`src/pll_cal_pkg.sv`:
```
// constants and types for the clock multiplier calibration register bank
// =====================================================================
// Function
// - Bit 5 of the calibration control register enables the power-up sequencer and resets to one.
// - The running sequencer calibrates the charge pump itself and keeps the 4-bit result for readback.
// - Override bit 3, reset zero, selects the software code instead of the calibrated code.
// - A 4-bit field, reset zero, holds the manual charge-pump code used whenever the sequencer is off.
// - Bit 7, reset zero, halves the rate of the calibration clock when set.
// - Bits 4 to 3 of the bias register hold the VCO bias temperature coefficient, reset to one.
// - Bit 7 of the prescaler register, reset zero, bypasses the VCO bias resistor.
// - Bit 4 of the prescaler register, reset zero, bypasses the VCO comparator resistor.
// - Bits 2 to 0 of the reference register hold the calibration reference temperature coefficient, reset zero.
// - A read/write bit, reset zero, picks automatic or manual charge-pump calibration while the device is off; the code has no such bit.
package pll_cal_pkg;

  // =====================================================================
  // register offsets
  localparam logic [8:0] ADDR_STATUS = 9'h1B8;
  localparam logic [8:0] ADDR_CTRL = 9'h1B9;
  localparam logic [8:0] ADDR_SEQ = 9'h1BA;
  localparam logic [8:0] ADDR_BIAS = 9'h1BB;
  localparam logic [8:0] ADDR_PRSC = 9'h1BC;
  localparam logic [8:0] ADDR_REF = 9'h1BD;

  // =====================================================================
  // field positions
  localparam int CTRL_HALVE = 7;
  localparam int CTRL_DITHER = 6;
  localparam int CTRL_MACHINE = 5;
  localparam int CTRL_CPOFF = 4;
  localparam int CTRL_OVERRIDE = 3;
  localparam int CTRL_CALEN = 2;
  localparam int STATUS_DONE = 5;
  localparam int PRSC_BIASR = 7;
  localparam int PRSC_COMPR = 4;
  localparam int REF_MON = 3;

  // =====================================================================
  // reset values
  localparam logic [7:0] RST_CTRL = 8'h34;
  localparam logic [3:0] RST_MANUAL = 4'h0;
  localparam logic [4:0] RST_BIAS = 5'h0C;
  localparam logic [7:0] RST_PRSC = 8'h00;
  localparam logic [3:0] RST_REF = 4'h0;
  localparam logic [1:0] RST_BIAS_TEMPCO = 2'h1;

  // =====================================================================
  // timing: base calibration clock period in system clock cycles
  localparam int CAL_DIV = 4;

  // sequencer states, one-hot, read back as the machine state field
  typedef enum logic [3:0] {
    SEQ_IDLE = 4'h1,
    SEQ_CAL = 4'h2,
    SEQ_DONE = 4'h4,
    SEQ_OFF = 4'h8
  } seq_state_t;

  // register access request from the serial port decoder
  typedef struct packed {
    logic wr;
    logic rd;
    logic [8:0] addr;
    logic [7:0] wdata;
  } reg_req_t;

  // trim fields driven into the analog clock multiplier
  typedef struct packed {
    logic dither;
    logic cp_offset_off;
    logic [1:0] cp_test;
    logic [1:0] vco_bias_tempco;
    logic [2:0] vco_bias_ref;
    logic vco_bias_resistor_skip;
    logic [1:0] prsc_spare;
    logic vco_comparator_resistor_skip;
    logic prsc_high_r;
    logic last_alc_en;
    logic [1:0] prsc_bias;
    logic calref_monitor;
    logic [2:0] vco_calref_tempco;
  } pll_trim_t;

endpackage

```
`src/pll_cal_regs.sv`:
```
// clock multiplier calibration and trim register bank
`timescale 1ns/1ps
module pll_cal_regs
  import pll_cal_pkg::*;
#(
  parameter int DIV = CAL_DIV
) (
  input wire logic mclk, // system clock
  input wire logic arst_n, // async reset, active low
  input wire reg_req_t reg_req, // register access from the serial port
  input wire logic cp_comp_high, // calibration comparator output
  output logic [7:0] reg_rdata, // read data, one cycle after rd
  output pll_trim_t trim, // trim fields to the analog side
  output logic [3:0] cp_code, // code driving the charge pump
  output logic cal_clk_en, // calibration clock enable pulse
  output logic sequencer_on // power-up sequencer enabled
);

  // =====================================================================
  // stored fields
  logic [7:0] ctrl;
  logic [3:0] manual;
  logic [4:0] bias;
  logic [7:0] prsc;
  logic [3:0] refr;
  logic [7:0] next_ctrl;
  logic [3:0] next_manual;
  logic [4:0] next_bias;
  logic [7:0] next_prsc;
  logic [3:0] next_refr;
  logic [7:0] next_rdata;
  seq_state_t state;
  logic [3:0] cp_cal_result;
  logic cal_done;
  logic machine_en;
  logic override;
  logic wr_ctrl;
  logic wr_bias;
  logic wr_prsc;
  logic wr_ref;

  assign machine_en = ctrl[CTRL_MACHINE];
  assign override = ctrl[CTRL_OVERRIDE];
  assign sequencer_on = machine_en;
  assign wr_ctrl = reg_req.wr && reg_req.addr == ADDR_CTRL;
  assign wr_bias = reg_req.wr && reg_req.addr == ADDR_BIAS;
  assign wr_prsc = reg_req.wr && reg_req.addr == ADDR_PRSC;
  assign wr_ref = reg_req.wr && reg_req.addr == ADDR_REF;

  // =====================================================================
  // write decode; reserved bits are not stored
  always_comb begin
    next_ctrl = ctrl;
    next_manual = manual;
    next_bias = bias;
    next_prsc = prsc;
    next_refr = refr;
    if (wr_ctrl) begin
      next_ctrl = reg_req.wdata;
    end
    if (reg_req.wr && reg_req.addr == ADDR_SEQ) begin
      next_manual = reg_req.wdata[3:0];
    end
    if (wr_bias) begin
      next_bias = reg_req.wdata[4:0];
    end
    if (wr_prsc) begin
      next_prsc = reg_req.wdata;
    end
    if (wr_ref) begin
      next_refr = reg_req.wdata[3:0];
    end
  end

  always_ff @(posedge mclk or negedge arst_n) begin
    if (!arst_n) begin
      ctrl <= RST_CTRL;
      manual <= RST_MANUAL;
      bias <= RST_BIAS;
      prsc <= RST_PRSC;
      refr <= RST_REF;
    end else begin
      ctrl <= next_ctrl;
      manual <= next_manual;
      bias <= next_bias;
      prsc <= next_prsc;
      refr <= next_refr;
    end
  end

  // =====================================================================
  // read mux; unmapped addresses read zero
  always_comb begin
    next_rdata = reg_rdata;
    if (reg_req.rd) begin
      case (reg_req.addr)
        ADDR_STATUS: next_rdata = {2'h0, cal_done, 1'b0, cp_cal_result};
        ADDR_CTRL: next_rdata = ctrl;
        ADDR_SEQ: next_rdata = {state, manual};
        ADDR_BIAS: next_rdata = {3'h0, bias};
        ADDR_PRSC: next_rdata = prsc;
        ADDR_REF: next_rdata = {4'h0, refr};
        default: next_rdata = 8'h00;
      endcase
    end
  end

  // read data register
  always_ff @(posedge mclk or negedge arst_n) begin
    if (!arst_n) begin
      reg_rdata <= 8'h00;
    end else begin
      reg_rdata <= next_rdata;
    end
  end

  // =====================================================================
  // trim outputs
  always_comb begin
    trim = '0;
    trim.dither = ctrl[CTRL_DITHER];
    trim.cp_offset_off = ctrl[CTRL_CPOFF];
    trim.cp_test = ctrl[1:0];
    trim.vco_bias_tempco = bias[4:3];
    trim.vco_bias_ref = bias[2:0];
    trim.vco_bias_resistor_skip = prsc[PRSC_BIASR];
    trim.prsc_spare = prsc[6:5];
    trim.vco_comparator_resistor_skip = prsc[PRSC_COMPR];
    trim.prsc_high_r = prsc[3];
    trim.last_alc_en = prsc[2];
    trim.prsc_bias = prsc[1:0];
    trim.calref_monitor = refr[REF_MON];
    trim.vco_calref_tempco = refr[2:0];
  end

  // =====================================================================
  // charge-pump code selection
  // override picks manual code
  assign cp_code = (override || !machine_en) ? manual : cp_cal_result;

  // =====================================================================
  // calibration clock and sequencer
  // halved calibration clock
  cal_clock_div #(
    .DIV(DIV)
  ) u_div (
    .mclk(mclk),
    .arst_n(arst_n),
    .run(state == SEQ_CAL),
    .halve(ctrl[CTRL_HALVE]),
    .tick(cal_clk_en)
  );

  cp_cal_seq u_seq (
    .mclk(mclk),
    .arst_n(arst_n),
    .machine_en(machine_en),
    .cal_en(ctrl[CTRL_CALEN]),
    .tick(cal_clk_en),
    .cp_comp_high(cp_comp_high),
    .state(state),
    .cp_cal_result(cp_cal_result),
    .cal_done(cal_done)
  );

  // =====================================================================
  // helper flags: register written since reset
  logic seen_ctrl;
  logic seen_bias;
  always_ff @(posedge mclk or negedge arst_n) begin
    if (!arst_n) begin
      seen_ctrl <= 1'b0;
      seen_bias <= 1'b0;
    end else begin
      seen_ctrl <= seen_ctrl | wr_ctrl;
      seen_bias <= seen_bias | wr_bias;
    end
  end
endmodule

```
`src/cal_clock_div.sv`:
```
// calibration clock enable divider with optional halving
`timescale 1ns/1ps
module cal_clock_div
  import pll_cal_pkg::*;
#(
  parameter int DIV = CAL_DIV
) (
  input wire logic mclk, // system clock
  input wire logic arst_n, // async reset, active low
  input wire logic run, // divider enabled
  input wire logic halve, // vco_cal_clock_halve
  output logic tick // one-cycle calibration clock enable
);

  localparam int CW = $clog2(2 * DIV + 1);
  logic [CW-1:0] cnt;
  logic [CW-1:0] next_cnt;
  logic [CW-1:0] limit;
  logic [CW-1:0] gap;

  // =====================================================================
  // divider
  // period doubles
  assign limit = halve ? CW'(2 * DIV - 1) : CW'(DIV - 1);
  assign tick = run && (cnt >= limit);

  // next count
  always_comb begin
    next_cnt = cnt;
    if (!run || tick) begin
      next_cnt = '0;
    end else begin
      next_cnt = cnt + CW'(1);
    end
  end

  // count register
  always_ff @(posedge mclk or negedge arst_n) begin
    if (!arst_n) begin
      cnt <= '0;
    end else begin
      cnt <= next_cnt;
    end
  end

  // helper: cycles since last tick
  always_ff @(posedge mclk or negedge arst_n) begin
    if (!arst_n) begin
      gap <= '0;
    end else if (tick || !run) begin
      gap <= '0;
    end else begin
      gap <= gap + CW'(1);
    end
  end
endmodule

```
`src/cp_cal_seq.sv`:
```
// power-up sequencer with successive-approximation charge-pump calibration
`timescale 1ns/1ps
module cp_cal_seq
  import pll_cal_pkg::*;
(
  input wire logic mclk, // system clock
  input wire logic arst_n, // async reset, active low
  input wire logic machine_en, // sequencer enable
  input wire logic cal_en, // charge-pump calibration enable
  input wire logic tick, // calibration clock enable
  input wire logic cp_comp_high, // comparator: trial code too high
  output seq_state_t state, // sequencer state
  output logic [3:0] cp_cal_result, // stored calibration code
  output logic cal_done // calibration has completed
);

  seq_state_t next_state;
  logic [3:0] next_result;
  logic [1:0] bit_idx;
  logic [1:0] next_bit_idx;
  logic next_done;
  logic [3:0] trial;

  // current trial code sets the bit under test
  assign trial = cp_cal_result | (4'h1 << bit_idx);

  // =====================================================================
  // next state and search
  always_comb begin
    next_state = state;
    next_result = cp_cal_result;
    next_bit_idx = bit_idx;
    next_done = cal_done;
    case (state)
      SEQ_OFF: begin
        if (machine_en) begin
          next_state = SEQ_IDLE;
        end
      end
      SEQ_IDLE: begin
        if (!machine_en) begin
          next_state = SEQ_OFF;
        end else if (cal_en) begin
          next_state = SEQ_CAL;
          next_result = 4'h0;
          next_bit_idx = 2'h3;
          next_done = 1'b0;
        end else begin
          next_state = SEQ_DONE;
        end
      end
      SEQ_CAL: begin
        if (!machine_en) begin
          next_state = SEQ_OFF;
        end else if (tick) begin
          next_result = cp_comp_high ? cp_cal_result : trial;
          if (bit_idx == 2'h0) begin
            next_state = SEQ_DONE;
            next_done = 1'b1;
          end else begin
            next_bit_idx = bit_idx - 2'h1;
          end
        end
      end
      SEQ_DONE: begin
        if (!machine_en) begin
          next_state = SEQ_OFF;
        end
      end
      default: begin
        next_state = SEQ_OFF;
      end
    endcase
  end

  // state registers
  always_ff @(posedge mclk or negedge arst_n) begin
    if (!arst_n) begin
      state <= SEQ_OFF;
      cp_cal_result <= 4'h0;
      bit_idx <= 2'h3;
      cal_done <= 1'b0;
    end else begin
      state <= next_state;
      cp_cal_result <= next_result;
      bit_idx <= next_bit_idx;
      cal_done <= next_done;
    end
  end
endmodule

```
`config.mk`:
```
export PLATFORM = sky130hd
export DESIGN_NAME = pll_cal_regs
export DESIGN_NICKNAME = d
export VERILOG_FILES = /design/src/pll_cal_pkg.sv /design/src/pll_cal_regs.sv /design/src/cal_clock_div.sv /design/src/cp_cal_seq.sv
export SDC_FILE = /design/constraint.sdc
export NUM_CORES = 1
export LEC_CHECK = 0
export ABC_AREA = 0
export BUFFER_PORTS_ARGS = -buffer_cell sky130_fd_sc_hd__buf_2
export CORE_MARGIN = 5
export CORE_UTILIZATION = 40
export CTS_CLUSTER_SIZE = 20
export DETAILED_ROUTE_END_ITERATION = 12
export HOLD_SLACK_MARGIN = 0.08
export PLACE_DENSITY = 0.68
export SLEW_MARGIN = 20
export SYNTH_ARGS = -nofsm -noshare
export SYNTH_HDL_FRONTEND = slang
export SYNTH_SLANG_ARGS = --single-unit
```
`constraint.sdc`:
```
create_clock -name mclk -period 1.83 [get_ports mclk]
set_input_delay 0 -clock mclk [delete_from_list [all_inputs] [get_ports mclk]]
set_output_delay 0 -clock mclk [all_outputs]
set_load 0.05 [all_outputs]
```
* Yosys cells after proc, flatten, opt, wreduce, memory -nomap -nowiden
Cells that the tools add are included.
** Word-level totals
- Register bits :: 52
- Bits of input ports :: 22
- Logic and storage cells :: 83
** Cells by class
- Shift-type cells :: 1
- $lt $le $gt $ge :: 1
- Mux-type cells :: 30
- Equal/unequal tests :: 21
- Reduce and logical (&&, ||, !) cells :: 16
- Add/sub/neg operators :: 2
- Bitwise gates (word level) :: 1
** Operators by type and width (number)
- equality test 9 bit, second input constant :: 6
- 2-to-1 mux 4 bit :: 13
- one-hot mux 8 bit (6 select lines) :: 1
- AND reduction 6 bit :: 3
- inequality test 2 bit, second input constant :: 8
- one-hot mux 4 bit (4 select lines) :: 1
- 2-to-1 mux 2 bit :: 5
- one-hot mux 4 bit (2 select lines) :: 1
- logical AND 1 bit :: 6
- 2-to-1 mux 3 bit :: 2
- 2-to-1 mux 1 bit :: 5
- adder 4 x 1 -> 4 bit, second input constant :: 1
- equality test 4 x 1 -> 1 bit, second input constant :: 1
- equality test 4 x 2 -> 1 bit, second input constant :: 1
- equality test 4 x 3 -> 1 bit, second input constant :: 1
- equality test 4 bit, second input constant :: 1
- greater-or-equal comparator 4 bit :: 1
- OR 4 bit :: 1
- one-hot mux 2 bit (2 select lines) :: 1
- AND reduction 4 bit :: 1
- << shifter 1 x 2 -> 4 bit, first input constant :: 1
- inequality test 3 x 2 -> 1 bit, second input constant :: 1
- inequality test 3 bit, second input constant :: 1
- logical NOT 1 bit :: 2
- other kinds (6) :: 7

* Longest topological paths before layout
- Depth in word-level cells :: 6
- Depth in mapped cells :: 6
- Gate-level depth less buffers :: 6

* Cells and area by module
A second synthesis with hierarchy kept.
** Second synthesis, totals
- Cell total of the unflattened synthesis :: 223
- Area, all modules :: 2760.1 um^2
** By module, submodules not included
- pll_cal_regs :: seq. area each 932.1 um^2, cells each 145, times used 1, area an instance 1948.1 um^2
- cp_cal_seq :: seq. area each 279.0 um^2, cells each 62, times used 1, area an instance 616.8 um^2
- cal_clock_div :: seq. area each 100.1 um^2, cells each 16, times used 1, area an instance 195.2 um^2

* Worst setup path after synthesis
Ideal clock, no wire load.
- Path type :: reg2reg
- Start :: reg u_seq.bit_idx[0]
- End :: reg u_seq.state[3]
- Path buffers :: 0
- Cell stages (with the launch flop) :: 7
- Setup slack :: 0.014 ns
- Required time :: 1.745 ns
- Arrival :: 1.731 ns
- Path through :: dfstp_2 inv_1 ha_1 nor3b_1 a21oi_1 o311ai_1 mux2_1
** On the way
- Longest elaborated chain between the ends :: 3
** Ends and longest elaborated chain
- start, declared :: RTL line cp_cal_seq.sv:19 : logic [1:0] bit_idx;
- start signal, assigned :: RTL line cp_cal_seq.sv:86 : bit_idx <= next_bit_idx;
- logical NOT 2 bit :: RTL line cp_cal_seq.sv:57 : if (bit_idx == 2'h0) begin
- inequality test 3 x 2 -> 1 bit (no source line)
- AND reduction 4 bit (no source line)
- end signal, assigned :: RTL line cp_cal_seq.sv:84 : state <= next_state;
- end, declared :: RTL line cp_cal_seq.sv:12 : output seq_state_t state,
Every way passes these cells.
A chain may end at the register's enable or synchronous reset.

* Final worst setup path
- Start :: reg ctrl[5]
- End :: out cp_code[1]
** On the way
- Longest elaborated chain between the ends :: 3
** Ends and longest elaborated chain
- start, declared :: RTL line pll_cal_regs.sv:21 : logic [7:0] ctrl;
- start signal, assigned :: RTL line pll_cal_regs.sv:83 : ctrl <= next_ctrl;
- logical NOT 1 bit
- logical OR 1 bit :: RTL line pll_cal_regs.sv:139 : assign cp_code = (override || !machine_en) ? manual : cp_cal_result;
- 2-to-1 mux 4 bit :: RTL line pll_cal_regs.sv:139
- end, declared :: RTL line pll_cal_regs.sv:14 : output logic [3:0] cp_code,
Every way passes these cells.

==> results.py <==
metrics = {
    "worst_setup_path": {
        "r2r_cells": 6,
        "crit_path_max_incr_delay_ps": 560,
        "critical_path_buf_inv_count": 2,
        "worstSetupEndpointType": "output pin",
        "r2r_end": "u_seq.state[3]$_DFFE_PN1P_",
        "delay_heaviest_family_cp": "flip-flops",
        "crit_type": "flop to output pin",
        "timing.critical_path.required_ps": 1830,
        "reg2reg_from": "u_seq.bit_idx[0]$_DFFE_PN1P_",
        "critical_path.slowest_cell": "dfstp_2",
        "worstPathCellList": "buf_4 -> nor2b_4 -> mux2_2 -> buf_2",
        "crit_arrival_ps": 1770,
        "worstPathMaxFanout": 5,
        "rrSetupSlack_ps": 70,
        "startpoint_type": "flop",
    },
    "sta": {
        "finClkSkew_ps": 12.5,
        "report.final.slew_viol_count": 0,
        "fmaxAchievable_mhz": 565,
        "period_needed_ps": 1770,
        "finalSetupViolCount": 0,
        "final_hold_viol_count": 0,
        "finalWorstSetupSlack_ps": 61.6,
        "finalCritPeriodShare": 0.966,
        "rsz0062_at_grt": "yes",
        "max_slew.worst_pin.slew_ps": 533,
        "timing.max_slew.rel_slack": 0.641,
    },
    "routing": {
        "drt-initial-drc-count": 177,
        "drt-pass1-iter-count": 4,
        "drt-met1-wl_um": 2850,
        "detail_route.vias_per_cell": 5.44,
        "met3RoutedLength_um": 382,
        "routed-wl-met2_um": 2970,
        "routed_wire_length_per_instance_um": 17.0,
        "via_count": 2018,
        "routed_wl_um": 6310,
        "ant_nets": 0,
        "dr.max_layer_used": "met4",
        "remaining_drc_errors": 0,
    },
    "floorplanning": {
        "chipWidth_um": 93.3,
        "initial_utilization": 0.411,
        "core_region_area_mm2": 0.00676,
        "io_pins": 57,
        "die_y_um": 93.3,
        "die_area_mm2": 0.00870,
        "floorplan.rows": 30,
    },
    "clocking": {
        "cts.sinks": 52,
        "insertion_delay_ps": 300,
        "ctsHtreeMaxLevel": 2,
        "cts.clk_slew.worst_paths_ps": 100,
        "ctsRootBufferMaster": "clkbuf_8",
        "post_cts_buffers": 0,
        "cts_made_buffers": 5,
        "cts_tree": "yes",
        "cts-root-to-sink-buffers": 2,
    },
    "placed_design": {
        "pre_cts_ws_ps": 31.3,
        "detailedPlacementHpwl_um": 4900,
        "postPlaceCellArea_mm2": 0.00314,
        "numPortBuffers": 56,
        "gp_congestion": 0.844,
    },
    "outcome": {
        "outcome": "completed",
    },
    "finish": {
        "layout.core_utilization": 0.497,
        "finalNetCount": 318,
        "antenna-diode-count": 0,
        "drive_gt1_frac": 0.474,
        "num-fill-cells": 634,
        "final_cell_area_mm2": 0.00336,
        "flow.area_growth_from_synthesis_pct": 21.0,
    },
    "job": {
        "number_of_max_cap_violations": 0,
    },
    "pwr": {
        "ir_drop_v": 0.000533,
        "fin_total_pwr_mw": 2.11,
        "p_per_area_mw_per_mm2": 628,
        "power.static_leakage_nw": 1.64,
    },
    "min_path": {
        "worstHoldPathType": "input port to async pin",
    },
    "synthesis": {
        "number_of_flops_mapped_to_enable_cells_by_yosys": 0,
        "netlist-cell-type-count": 57,
        "synth_async_sr_flop_share": 1.00,
        "syn_avg_cell_area_um2": 12.6,
        "ys.warnings.count": 0,
        "synthesis.instances": 221,
        "ys_seq_elements": 52,
        "mappedNetlistArea_mm2": 0.00278,
        "syn-num-nets": 249,
        "synth_sequential_area_ratio": 0.472,
        "synth_ff_type": "dfrtp_1",
    },
    "global_route": {
        "grt_start_max_net_pins": 22,
        "grt-ovfl-total": 0,
        "grt_first_pass_wirelength_um": 10700,
        "globalRouteTotalUtil": 0.156,
        "number_of_antenna_violations_at_the_first_check_in_global_routing": 0,
        "via_count_of_the_first_global_routing_pass": 2125,
    },
}
## state kept, by name, summed over array words and instances (netlist names), 2 cells and up
| signal | count |
|---|---|
| bias | 5 |
| ctrl | 8 |
| manual | 4 |
| prsc | 8 |
| refr | 4 |
| reg_rdata | 8 |
| u_div.cnt | 4 |
| u_seq.bit_idx | 2 |
| u_seq.cp_cal_result | 4 |
| u_seq.state | 4 |
## cells in the mapped netlist, types with 2 or more instances
library cell,number,share of area
a21oi_1,3,0.0054
a22o_1,6,0.019
a22oi_1,3,0.0081
and4b_1,2,0.0072
buf_2,5,0.0090
buf_4,7,0.019
dfrtp_1,44,0.40
dfstp_2,8,0.076
ha_1,6,0.027
inv_1,14,0.019
mux2_2,33,0.13
mux2i_1,8,0.029
mux4_2,4,0.032
nand2_1,4,0.0054
nand2b_1,4,0.0090
nand3_1,5,0.0090
nand4_1,2,0.0045
nor2_1,8,0.011
nor2b_1,5,0.011
nor3_1,2,0.0036
nor3_2,2,0.0072
nor4_4,2,0.015
o21ai_0,4,0.0072
o221ai_1,4,0.013
o22ai_1,3,0.0068
o311ai_0,2,0.0063
## how the worst max path moves through the flow
stage                                 startpoint  cells past startpoint                          to
detailed placement  u_seq.bit_idx[0]$_DFFE_PN1P_                      6  u_seq.state[3]$_DFFE_PN1P_
floorplan           u_seq.bit_idx[0]$_DFFE_PN1P_                      6  u_seq.state[3]$_DFFE_PN1P_
global route        u_seq.bit_idx[0]$_DFFE_PN1P_                      6  u_seq.state[3]$_DFFE_PN1P_
global placement    u_seq.bit_idx[0]$_DFFE_PN1P_                      6  u_seq.state[3]$_DFFE_PN1P_
CTS                 u_seq.bit_idx[0]$_DFFE_PN1P_                      6  u_seq.state[3]$_DFFE_PN1P_
finish                       ctrl[5]$_DFFE_PN1P_                      4                  cp_code[1]
## metrics by stage
| step | setup TNS [ps] | hold WS (ps) | std cells |
|---|---|---|---|
| 2_1_floorplan | 0 | -296 | 221 |
| 3_3_place_gp | 0 | -59.2 | 353 |
| 3_5_place_dp | 0 | -54.5 | 353 |
| 4_1_cts | 0 | 148 | 371 |
| 5_1_grt | -36.4 | 183 | 371 |
| 6_report | 0 | 143 | 371 |
## cells by family after synthesis
| group | synth area share |
|---|---|
| AOI/OAI and AO/OA | 0.0956 |
| xor gates and xnor gates | 0.00316 |
| adders and majority gates | 0.0271 |
| buffers and inverters | 0.0536 |
| DFF | 0.472 |
| muxes | 0.199 |
| and+or+nand+nor | 0.149 |
## final cells by class
type / count / area [um2] / area share
clock buffer: 6 / 82.6 / 0.0246
clock inverter: 2 / 15.0 / 0.00447
inverter: 15 / 56.3 / 0.0168
multi-input combinational: 140 / 1330 / 0.396
sequential: 52 / 1310 / 0.391
tap: 80 / 100 / 0.0298
timing repair buffer: 76 / 460 / 0.137
## power by group
part	total, mW	switching [mW]	internal, mW	leakage, nW
Sequential	1.19	0.0182	1.17	0.694
Clock	0.685	0.378	0.307	0.0434
Combinational	0.235	0.149	0.0856	0.901
## cell usage in the layout (no fill, tap or decap), types with 2 or more instances in the layout
cell | synthesis | final
nand3_1 | 5 | 5
a21oi_1 | 3 | 3
nor2b_1 | 5 | 4
nand2b_1 | 4 | 4
nor4_4 | 2 | 2
o22ai_1 | 3 | 3
clkbuf_8 | 0 | 6
dfrtp_1 | 44 | 43
clkinvlp_4 | 0 | 2
mux2i_1 | 8 | 8
dfstp_2 | 8 | 8
buf_4 | 7 | 12
o221ai_1 | 4 | 4
ha_1 | 6 | 6
o311ai_0 | 2 | 2
a22oi_1 | 3 | 3
inv_1 | 14 | 14
o21ai_0 | 4 | 4
nor3_1 | 2 | 2
nand4_1 | 2 | 2
nor2_1 | 8 | 8
dlygate4sd3_1 | 0 | 10
nor3_2 | 2 | 2
and4b_1 | 2 | 2
buf_2 | 5 | 54
a22o_1 | 6 | 6
nand2_1 | 4 | 4
mux2_2 | 33 | 33
mux4_2 | 4 | 4
## timing repair
action,4_1_cts,5_1_grt
gates cloned,0,0
endpoints found under the setup margin,5,3
hold endpoints to repair,75,0
hold buffers,10,0
gates resized for setup,3,4
## layer usage
layer  GRT usage  up-vias
met4      0.0562        0
met5           0        -
met1       0.217     1003
met2       0.244       59
li1            -      950
met3      0.0249        6
Power figures use the tool's default switching activity.
